File: src/hw/wkr_pkg.sv
// Package: constants and types for the wakeup recovery and low supply reset
package wkr_pkg;
	localparam logic [15:0] VEC_RESET = 16'hfffe;
	localparam logic [15:0] VEC_IRQ = 16'hfffa;
	localparam logic [15:0] VEC_BREAK = 16'hfffc;
	localparam logic [15:0] VEC_CLKGEN = 16'hfff8;
	localparam logic [15:0] VEC_T1_OVF = 16'hfff2;
	localparam logic [15:0] VEC_T1_CH1 = 16'hfff4;
	localparam logic [15:0] VEC_T1_CH0 = 16'hfff6;
	localparam logic [15:0] VEC_T2_OVF = 16'hffec;
	localparam logic [15:0] VEC_T2_CH1 = 16'hffee;
	localparam logic [15:0] VEC_T2_CH0 = 16'hfff0;
	localparam logic [15:0] VEC_T2_CH5 = 16'hffcc;
	localparam logic [15:0] VEC_T2_CH4 = 16'hffce;
	localparam logic [15:0] VEC_T2_CH3 = 16'hffd0;
	localparam logic [15:0] VEC_T2_CH2 = 16'hffd2;
	localparam logic [15:0] VEC_SYNC_TX = 16'hffe8;
	localparam logic [15:0] VEC_SYNC_RX = 16'hffea;
	localparam logic [15:0] VEC_ASYNC_TX = 16'hffe2;
	localparam logic [15:0] VEC_ASYNC_RX = 16'hffe4;
	localparam logic [15:0] VEC_ASYNC_ERR = 16'hffe6;
	localparam logic [15:0] VEC_KEYPAD = 16'hffe0;
	localparam logic [15:0] VEC_ADC = 16'hffde;
	localparam logic [15:0] VEC_TIMEBASE = 16'hffdc;
	localparam int RECOV_WIDTH = 12;
	localparam logic [12:0] RECOV_FULL = 13'h1000;
	localparam logic [12:0] RECOV_SHORT = 13'h0020;
	localparam int KEY_PINS = 8;

	typedef enum logic [1:0] {
		WKR_RUN = 2'b00,
		WKR_IDLE = 2'b01,
		WKR_RECOV = 2'b11,
		WKR_VECT = 2'b10
	} wkr_state_e;

	// Wakeup requests from peripherals, one bit per source
	typedef struct packed {
		logic brk;
		logic irq;
		logic keypad;
		logic timebase;
		logic clkgen;
		logic t1_ovf;
		logic t1_ch1;
		logic t1_ch0;
		logic [5:0] t2_ch;
		logic t2_ovf;
		logic sync_tx;
		logic sync_rx;
		logic async_tx;
		logic async_rx;
		logic async_err;
		logic adc;
	} wkr_req_s;

	typedef struct packed {
		logic monitor_power_off;
		logic monitor_reset_off;
		logic monitor_in_stop_en;
		logic trip_range_high_sel;
		logic short_recovery_sel;
	} wkr_cfg_s;
endpackage : wkr_pkg

File: src/hw/wkr_wakeup_top.sv
// Wait and stop exit control: vector choice, stop recovery, low supply reset
//
// Function
// - Reset pin low resets, fetches reset vector
// - IRQ falling edge wakes, uses IRQ vector
// - Break in emulation wakes, uses break vector
// - Watchdog expiry in wait resets controller
// - Clock generator request ends wait, own vector
// - Keypad request ends wait, keypad vector
// - Timer one requests end wait, own vectors
// - Timer two requests end wait, per-source vectors
// - Serial requests end wait, separate vectors
// - Converter done ends wait, converter vector
// - Timebase rollover wakes wait or stop
// - Keypad edges by polarity wake stop
// - Only listed sources end stop, restart clocks
// - Stop recovery holds clocks 4096 crystal cycles
// - Short recovery select gives 32 cycles
// - Monitor enabled after reset unless powered off
// - Reset below falling trip unless reset-off
// - Monitor runs in stop only if enabled
// - Trip range high when set, low after power-on
// - Low supply reset held until above rising
// - High range below rising trip resets at once
// - Flag sets/clears/holds with trip levels, no interrupt
`timescale 1ns/10ps
module wkr_wakeup_top #(
	parameter int KEYS = wkr_pkg::KEY_PINS,
	parameter logic [12:0] FULL_COUNT = wkr_pkg::RECOV_FULL,
	parameter logic [12:0] SHORT_COUNT = wkr_pkg::RECOV_SHORT
) (
	input wire logic ref_clk,
	input wire logic rst,
	input wire logic power_on_reset,
	input wire logic crystal_ref_clock,
	input wire logic ext_reset_n,
	input wire logic irq_pin_n,
	input wire logic [KEYS-1:0] keypad_pins,
	input wire logic [KEYS-1:0] keypad_edge_polarity,
	input wire logic [KEYS-1:0] keypad_enable,
	input wire logic emulation_mode,
	input wire logic break_req,
	input wire logic watchdog_expire,
	input wire wkr_pkg::wkr_req_s periph_req,
	input wire logic osc_keep_in_stop,
	input wire wkr_pkg::wkr_cfg_s config_word_one,
	input wire logic wait_enter,
	input wire logic stop_enter,
	input wire logic below_falling_trip,
	input wire logic above_rising_trip,
	output logic trip_range_high,
	output logic supply_low_flag,
	output logic system_reset,
	output logic reset_pin_drive_n,
	output logic clocks_run,
	output logic vector_valid,
	output logic [15:0] vector_addr,
	output logic in_wait,
	output logic in_stop
);
	wkr_pkg::wkr_state_e state_reg;
	wkr_pkg::wkr_state_e state_next;
	wkr_pkg::wkr_req_s req;
	logic stop_mode_reg;
	logic irq_pin_reg;
	logic [KEYS-1:0] key_reg;
	logic [KEYS-1:0] key_edge;
	logic irq_edge;
	logic key_any;
	logic hit;
	logic [15:0] sel_vec;
	logic lv_reset;
	logic hard_reset;
	logic trip_high_reg;
	logic xclk_reg;
	logic xclk_rise;
	logic [12:0] recov_cnt_reg;
	logic recov_done;
	logic [15:0] vec_hold_reg;
	logic vec_pend_reg;
	logic edge_arm_reg;
	logic range_raised;
	logic pin_reset;
	logic dog_reset;
	logic wake_take;

	// Edge capture of the interrupt pins; inputs are synchronous already
	always_ff @(posedge ref_clk or posedge rst) begin
		if (rst) begin
			irq_pin_reg <= 1'b1;
		end else begin
			irq_pin_reg <= irq_pin_n;
		end
	end

	always_ff @(posedge ref_clk or posedge rst) begin
		if (rst) begin
			key_reg <= '0;
		end else begin
			key_reg <= keypad_pins;
		end
	end

	always_ff @(posedge ref_clk or posedge rst) begin
		if (rst) begin
			xclk_reg <= 1'b0;
		end else begin
			xclk_reg <= crystal_ref_clock;
		end
	end

	// Pin history is unknown right after reset, so a pin resting at its
	// active level must not look like a fresh edge
	always_ff @(posedge ref_clk or posedge rst) begin
		if (rst) begin
			edge_arm_reg <= 1'b0;
		end else begin
			edge_arm_reg <= 1'b1;
		end
	end

	assign irq_edge = edge_arm_reg && irq_pin_reg && !irq_pin_n;

	genvar k;
	generate
		for (k = 0; k < KEYS; k++) begin : g_key
			// Falling edge, or rising edge where polarity is set
			assign key_edge[k] = edge_arm_reg && keypad_enable[k] &&
				(keypad_edge_polarity[k] ?
				(!key_reg[k] && keypad_pins[k]) :
				(key_reg[k] && !keypad_pins[k]));
		end
	endgenerate

	assign key_any = |key_edge;
	// Crystal clock is sampled; its rising edges step the recovery count
	assign xclk_rise = !xclk_reg && crystal_ref_clock;

	always_comb begin
		req = periph_req;
		req.brk = break_req && emulation_mode;
		req.irq = irq_edge || periph_req.irq;
		req.keypad = key_any || periph_req.keypad;
		// Timebase only runs in stop while the oscillator is kept alive
		req.timebase = periph_req.timebase &&
			(!stop_mode_reg || osc_keep_in_stop);
	end

	wkr_vec_sel u_vec_sel (
		.req(req),
		.in_stop(stop_mode_reg),
		.hit(hit),
		.vec(sel_vec)
	);

	wkr_supply_mon u_supply_mon (
		.ref_clk(ref_clk),
		.rst(rst),
		.below_falling_trip(below_falling_trip),
		.above_rising_trip(above_rising_trip),
		.monitor_power_off(config_word_one.monitor_power_off),
		.monitor_reset_off(config_word_one.monitor_reset_off),
		.monitor_in_stop_en(config_word_one.monitor_in_stop_en),
		.in_stop(in_stop),
		.range_raised(range_raised),
		.supply_low_flag(supply_low_flag),
		.lv_reset(lv_reset)
	);

	// Power-on forces the range low; other resets keep it, otherwise it follows the select bit
	always_ff @(posedge ref_clk or posedge rst) begin
		if (rst) begin
			trip_high_reg <= 1'b0;
		end else if (power_on_reset) begin
			trip_high_reg <= 1'b0;
		end else begin
			trip_high_reg <= config_word_one.trip_range_high_sel;
		end
	end

	assign trip_range_high = trip_high_reg;

	// Raising the range while supply is under the new rising level trips
	// at once; power-on forces the range low instead
	assign range_raised = config_word_one.trip_range_high_sel &&
		!trip_high_reg && !power_on_reset;

	// Watchdog is live in run, wait and stop recovery; it is masked only while idle in stop
	assign dog_reset = watchdog_expire &&
		!(state_reg == wkr_pkg::WKR_IDLE && stop_mode_reg);
	assign pin_reset = !ext_reset_n;
	assign hard_reset = pin_reset || lv_reset || power_on_reset ||
		dog_reset;

	always_ff @(posedge ref_clk or posedge rst) begin
		if (rst) begin
			state_reg <= wkr_pkg::WKR_RUN;
		end else begin
			state_reg <= state_next;
		end
	end

	always_comb begin
		state_next = state_reg;
		case (state_reg)
			wkr_pkg::WKR_RUN: begin
				if (wait_enter || stop_enter) begin
					state_next = wkr_pkg::WKR_IDLE;
				end
			end
			wkr_pkg::WKR_IDLE: begin
				if (hard_reset || hit) begin
					// Stop exit waits for the oscillator; wait exit does not
					state_next = stop_mode_reg ? wkr_pkg::WKR_RECOV :
						wkr_pkg::WKR_VECT;
				end
			end
			wkr_pkg::WKR_RECOV: begin
				if (recov_done && !hard_reset) begin
					state_next = wkr_pkg::WKR_VECT;
				end
			end
			wkr_pkg::WKR_VECT: begin
				if (!hard_reset) begin
					state_next = wkr_pkg::WKR_RUN;
				end
			end
			default: begin
				state_next = wkr_pkg::WKR_RUN;
			end
		endcase
	end

	always_ff @(posedge ref_clk or posedge rst) begin
		if (rst) begin
			stop_mode_reg <= 1'b0;
		end else if (state_reg == wkr_pkg::WKR_RUN) begin
			stop_mode_reg <= stop_enter;
		end
	end

	// Count crystal edges from the wake event; short select picks 32
	always_ff @(posedge ref_clk or posedge rst) begin
		if (rst) begin
			recov_cnt_reg <= '0;
		end else if (state_reg != wkr_pkg::WKR_RECOV) begin
			recov_cnt_reg <= config_word_one.short_recovery_sel ?
				SHORT_COUNT : FULL_COUNT;
		end else if (xclk_rise && !recov_done) begin
			recov_cnt_reg <= recov_cnt_reg - 13'h0001;
		end
	end

	assign recov_done = recov_cnt_reg == 13'h0000;

	assign wake_take = state_reg == wkr_pkg::WKR_IDLE &&
		(hard_reset || hit);

	// Latch the vector of the waking event; reset wins over interrupts
	always_ff @(posedge ref_clk or posedge rst) begin
		if (rst) begin
			vec_hold_reg <= wkr_pkg::VEC_RESET;
		end else if (wake_take) begin
			vec_hold_reg <= hard_reset ? wkr_pkg::VEC_RESET : sel_vec;
		end else if (hard_reset) begin
			vec_hold_reg <= wkr_pkg::VEC_RESET;
		end
	end

	always_ff @(posedge ref_clk or posedge rst) begin
		if (rst) begin
			vec_pend_reg <= 1'b0;
		end else if (wake_take) begin
			vec_pend_reg <= 1'b1;
		end else if (state_reg == wkr_pkg::WKR_VECT && !hard_reset) begin
			vec_pend_reg <= 1'b0;
		end
	end

	always_ff @(posedge ref_clk or posedge rst) begin
		if (rst) begin
			vector_addr <= wkr_pkg::VEC_RESET;
		end else begin
			vector_addr <= vec_hold_reg;
		end
	end

	// One-cycle strobe; a reset in the same cycle holds it back
	always_ff @(posedge ref_clk or posedge rst) begin
		if (rst) begin
			vector_valid <= 1'b0;
		end else begin
			vector_valid <= state_reg == wkr_pkg::WKR_VECT &&
				vec_pend_reg && !hard_reset;
		end
	end

	// Clocks off while idle and through recovery
	always_ff @(posedge ref_clk or posedge rst) begin
		if (rst) begin
			clocks_run <= 1'b0;
		end else begin
			clocks_run <= state_next == wkr_pkg::WKR_RUN ||
				state_next == wkr_pkg::WKR_VECT;
		end
	end

	always_ff @(posedge ref_clk or posedge rst) begin
		if (rst) begin
			system_reset <= 1'b1;
		end else begin
			system_reset <= hard_reset;
		end
	end

	always_ff @(posedge ref_clk or posedge rst) begin
		if (rst) begin
			reset_pin_drive_n <= 1'b1;
		end else begin
			reset_pin_drive_n <= !lv_reset;
		end
	end

	assign in_wait = state_reg != wkr_pkg::WKR_RUN && !stop_mode_reg;
	assign in_stop = state_reg != wkr_pkg::WKR_RUN && stop_mode_reg;
endmodule : wkr_wakeup_top

File: src/hw/wkr_vec_sel.sv
// Priority encoder picking the vector address of the highest wakeup source
`timescale 1ns/10ps
module wkr_vec_sel (
	input wire wkr_pkg::wkr_req_s req,
	input wire logic in_stop,
	output logic hit,
	output logic [15:0] vec
);
	// In stop only the stop-capable sources may wake
	always_comb begin
		hit = 1'b1;
		vec = wkr_pkg::VEC_RESET;
		if (req.brk) begin
			vec = wkr_pkg::VEC_BREAK;
		end else if (req.irq) begin
			vec = wkr_pkg::VEC_IRQ;
		end else if (req.keypad) begin
			vec = wkr_pkg::VEC_KEYPAD;
		end else if (req.timebase) begin
			vec = wkr_pkg::VEC_TIMEBASE;
		end else if (in_stop) begin
			hit = 1'b0;
		end else if (req.clkgen) begin
			vec = wkr_pkg::VEC_CLKGEN;
		end else if (req.t1_ovf) begin
			vec = wkr_pkg::VEC_T1_OVF;
		end else if (req.t1_ch1) begin
			vec = wkr_pkg::VEC_T1_CH1;
		end else if (req.t1_ch0) begin
			vec = wkr_pkg::VEC_T1_CH0;
		end else if (req.t2_ovf) begin
			vec = wkr_pkg::VEC_T2_OVF;
		end else if (req.t2_ch[1]) begin
			vec = wkr_pkg::VEC_T2_CH1;
		end else if (req.t2_ch[0]) begin
			vec = wkr_pkg::VEC_T2_CH0;
		end else if (req.sync_tx) begin
			vec = wkr_pkg::VEC_SYNC_TX;
		end else if (req.sync_rx) begin
			vec = wkr_pkg::VEC_SYNC_RX;
		end else if (req.async_tx) begin
			vec = wkr_pkg::VEC_ASYNC_TX;
		end else if (req.async_rx) begin
			vec = wkr_pkg::VEC_ASYNC_RX;
		end else if (req.async_err) begin
			vec = wkr_pkg::VEC_ASYNC_ERR;
		end else if (req.adc) begin
			vec = wkr_pkg::VEC_ADC;
		end else if (req.t2_ch[5]) begin
			vec = wkr_pkg::VEC_T2_CH5;
		end else if (req.t2_ch[4]) begin
			vec = wkr_pkg::VEC_T2_CH4;
		end else if (req.t2_ch[3]) begin
			vec = wkr_pkg::VEC_T2_CH3;
		end else if (req.t2_ch[2]) begin
			vec = wkr_pkg::VEC_T2_CH2;
		end else begin
			hit = 1'b0;
		end
	end
endmodule : wkr_vec_sel

File: src/hw/wkr_supply_mon.sv
// Low supply monitor: flag with hysteresis and held reset request
`timescale 1ns/10ps
module wkr_supply_mon (
	input wire logic ref_clk,
	input wire logic rst,
	input wire logic below_falling_trip,
	input wire logic above_rising_trip,
	input wire logic monitor_power_off,
	input wire logic monitor_reset_off,
	input wire logic monitor_in_stop_en,
	input wire logic in_stop,
	input wire logic range_raised,
	output logic supply_low_flag,
	output logic lv_reset
);
	logic active;
	logic hold_reg;

	// Comparator is unpowered when disabled, or in stop without stop enable
	assign active = !monitor_power_off && (!in_stop || monitor_in_stop_en);

	// Flag sets below falling trip, clears above rising, holds between
	always_ff @(posedge ref_clk or posedge rst) begin
		if (rst) begin
			supply_low_flag <= 1'b0;
		end else if (active && below_falling_trip) begin
			supply_low_flag <= 1'b1;
		end else if (active && above_rising_trip) begin
			supply_low_flag <= 1'b0;
		end
	end

	// Reset stays held until above rising trip; raising the range while
	// supply is not above the new rising level trips at once
	always_ff @(posedge ref_clk or posedge rst) begin
		if (rst) begin
			hold_reg <= 1'b0;
		end else if (!active || monitor_reset_off) begin
			hold_reg <= 1'b0;
		end else if (below_falling_trip ||
			((hold_reg || range_raised) && !above_rising_trip)) begin
			hold_reg <= 1'b1;
		end else begin
			hold_reg <= 1'b0;
		end
	end

	assign lv_reset = hold_reg;
endmodule : wkr_supply_mon

File: config.mk
export PLATFORM = sky130hd
export DESIGN_NAME = wkr_wakeup_top
export DESIGN_NICKNAME = d
export VERILOG_FILES = /design/src/hw/wkr_pkg.sv /design/src/hw/wkr_wakeup_top.sv /design/src/hw/wkr_vec_sel.sv /design/src/hw/wkr_supply_mon.sv
export SDC_FILE = /design/constraint.sdc
export NUM_CORES = 1
export LEC_CHECK = 0
export BUFFER_PORTS_ARGS = -buffer_cell sky130_fd_sc_hd__buf_2
export CORE_UTILIZATION = 39
export DETAILED_ROUTE_END_ITERATION = 8
export GPL_TIMING_DRIVEN = 0
export PLACE_DENSITY = 0.66
export SYNTH_ARGS = -nofsm -noshare
export SYNTH_HDL_FRONTEND = slang
export SYNTH_SLANG_ARGS = --single-unit
File: constraint.sdc
create_clock -name ref_clk -period 3.1 [get_ports ref_clk]
set_input_delay 0.31 -clock ref_clk [delete_from_list [all_inputs] [get_ports ref_clk]]
set_output_delay 0.31 -clock ref_clk [all_outputs]
set_load 0.01 [all_outputs]
==> flow_metrics.env <==
export IMPL_outcome="completed"
export IMPL_initial_core_util_pct=41.4
export IMPL_gr_total_overflow=0
export IMPL_n_fill_cell=521
export IMPL_largest_reg_flops=13
export IMPL_async_reset_ff_share_pct=100
export IMPL_die_x_um=79.4
export IMPL_totalWireLength_um=4710
export IMPL_cp_end_kind="register"
export IMPL_grtUsageTotal_pct=16.4
export IMPL_grt_pass1_wl_um=7970
export IMPL_vdd_ir_drop_max_mv=0.312
export IMPL_pin_count=88
export IMPL_syn_inst=236
export IMPL_relSlewSlack_pct=59.4
export IMPL_synth_area_um2=2330
export IMPL_finalInstanceArea_um2=2980
export IMPL_die_height_um=79.4
export IMPL_rsz0062_at_grt="no"
export IMPL_core_um2=5640
export IMPL_final_cells=403
export IMPL_placed_cells=394
export IMPL_diodes=0
export IMPL_synth_most_common_cell="dfrtp_1"
export IMPL_synth_seq_cells=45
export IMPL_synth_area_leaders="dfrtp_1, dfstp_2, nor2_1, buf_4, o21ai_0"
export IMPL_finClkSkew_ns=0.00314
export IMPL_placed_cell_area_um2=2860
export IMPL_yosys_warnings=0
export IMPL_wire_per_inst_um=11.7
export IMPL_synth_flop_cell="dfrtp_1"
export IMPL_tns_ns=0
export IMPL_tightestPinTransition_ns=0.594
export IMPL_htree_num_levels=2
export IMPL_syn_mean_instance_area_um2=9.89
export IMPL_crit_start="recov_cnt_reg[2]"
export IMPL_clockBufferDepth=2
export IMPL_cp_start_kind="register"
export IMPL_synth_top_area_share_pct=34.3
export IMPL_regArea_um2=1140
export IMPL_final_util_pct=52.9
export IMPL_grt_max_degree=35
export IMPL_place_hpwl_um=3700
export IMPL_cts_tree="done"
export IMPL_clk_pin_slew_worst_paths_ns=0.08
export IMPL_seq_area_frac_synth_pct=49.0
export IMPL_drive_gt1_share_pct=37.8
export IMPL_slew_violations=0
export IMPL_vias_per_cell=4.92
export IMPL_worstPathArrival_ns=2.86
export IMPL_multi_input_area_um2=1090
export IMPL_yosys_top_cells_count="dfrtp_1, nor2_1, nand2_1, o21ai_0"
export IMPL_synth_top_cell_by_area="dfrtp_1"
export IMPL_r2r_slack_ns=0.48
export IMPL_fin_crit_sh_pct=84.6
export IMPL_ant_nets=0
export IMPL_fmax_mhz=381
export IMPL_cts_buffers=5
export IMPL_via_count=1984
export IMPL_fin_nets=395
export IMPL_endpoint="recov_cnt_reg[12]"
export IMPL_worst_r2r_endpoint="recov_cnt_reg[12]"
export IMPL_critPathRequiredTime_ns=3.34
export IMPL_root_buffer="clkbuf_8"
export IMPL_cellLeakagePower_nw=1.34
export IMPL_area_delta_synth_final_pct=27.8
export IMPL_antenna_found_initial=0
export IMPL_timing_max_cap_violations=0
export IMPL_gp_congestion=0.780
export IMPL_hp_class="in2reg"
export IMPL_power_mw=1.78
export IMPL_criticalPathCategory="reg2reg"
export IMPL_insertion_delay_ns=0.29
export IMPL_post_cts_buffers=0
export IMPL_synth_edf_count=0
export IMPL_cts_repair_resize_count=0
export IMPL_cts_sinks=45
export IMPL_drt_iter0_markers=83
export IMPL_numPortBuffers=75
export IMPL_fin_crit_ns=2.62
export IMPL_cp_max_fo=9
export IMPL_drc=0
export IMPL_p_per_area_nw_per_um2=596
export IMPL_regToRegStartpoint="recov_cnt_reg[2]"
export IMPL_die_area_um2=6300
export IMPL_hold_viol_final=0
export IMPL_dr_pass1_iters=4
export IMPL_rows=27
export IMPL_rr_worst_depth=7
export IMPL_grt_pass1_vias=1846
export IMPL_synth_cell_type_count=54
export IMPL_setup_violations_final=0
==> where the power goes <==
part / internal, mW / total (mW) / switching, mW
combinational: 0.248 / 0.554 / 0.305
clock: 0.263 / 0.453 / 0.191
sequential: 0.696 / 0.770 / 0.0738
==> placed cells by master (no fill, tap or decap), types with 8 or more instances in the layout <==
cell type	n
nor3_1	8
inv_1	9
o21ai_0	14
nand2_1	16
buf_4	11
conb_1	12
a21oi_1	13
buf_2	75
dfrtp_1	32
nor2_1	28
dfstp_2	13
==> how the worst min path moves through the flow <==
stage / startpoint / end / slack [ns] / depth (start not counted)
after floorplan: irq_pin_n / irq_pin_reg / 0.31 / 0
after global placement: vec_hold_reg[2] / vector_addr[2] / 0.36 / 0
after detailed placement: rst / key_reg[0] / 0.26 / 2
after CTS: irq_pin_n / irq_pin_reg / 0.11 / 1
after global routing: irq_pin_n / irq_pin_reg / 0.10 / 1
final: irq_pin_n / irq_pin_reg / 0.12 / 1
==> routing by layer <==
metal  GRT usage (%)  wire [um]  part of all wire [%]
met5               0          0                     0
met4            6.55         63                   1.3
met3            3.45        256                   5.4
met2            27.2       2210                    47
met1            20.7       2180                    46
==> area by class of cell <==
class	count	share of cell area [%]
inverters	10	1.26
clock inverters	1	1.01
well taps	72	3.02
repair buffers	77	13.6
plain buffers	16	3.40
flip-flops and latches	45	38.3
multi-input cells	175	36.5
clock buffers	7	2.89
==> kinds of logic (layout without fill, tap and decap cells) <==
kind of cell    after synthesis  in the layout  share of synthesized area, %
compound gates               55             55                          17.1
xor+xnor                      6              6                          2.25
fa+ha+maj                     1              1                         0.536
buf+inv                      26            111                          5.95
flops                        45             45                          49.0
other cells                   2             12                         0.322
simple gates                101            101                          24.9
==> per-stage QoR <==
stage          worst slack (ns)  hold slack (ns)
6_report                  0.477            0.121
3_5_place_dp              0.480            0.262
3_3_place_gp              0.497            0.357
5_1_grt                   0.288            0.103
4_1_cts                   0.463            0.107
2_1_floorplan             0.670            0.314
==> worst max-delay path: stages (launching register included) <==
cell	delay, ns
dfrtp_1	0.43
or4_4	0.56
or4_4	0.45
nor3_1	0.42
nor3b_2	0.19
nand2_1	0.20
or4_1	0.15
a41o_1	0.16
==> repair_timing <==
item                                   in CTS  in global routing
setup endpoints to repair                   0                  0
hold buffers                                1                  0
endpoints found under the hold margin      10                  0
No activity file was read; power rests on OpenSTA's default activity.
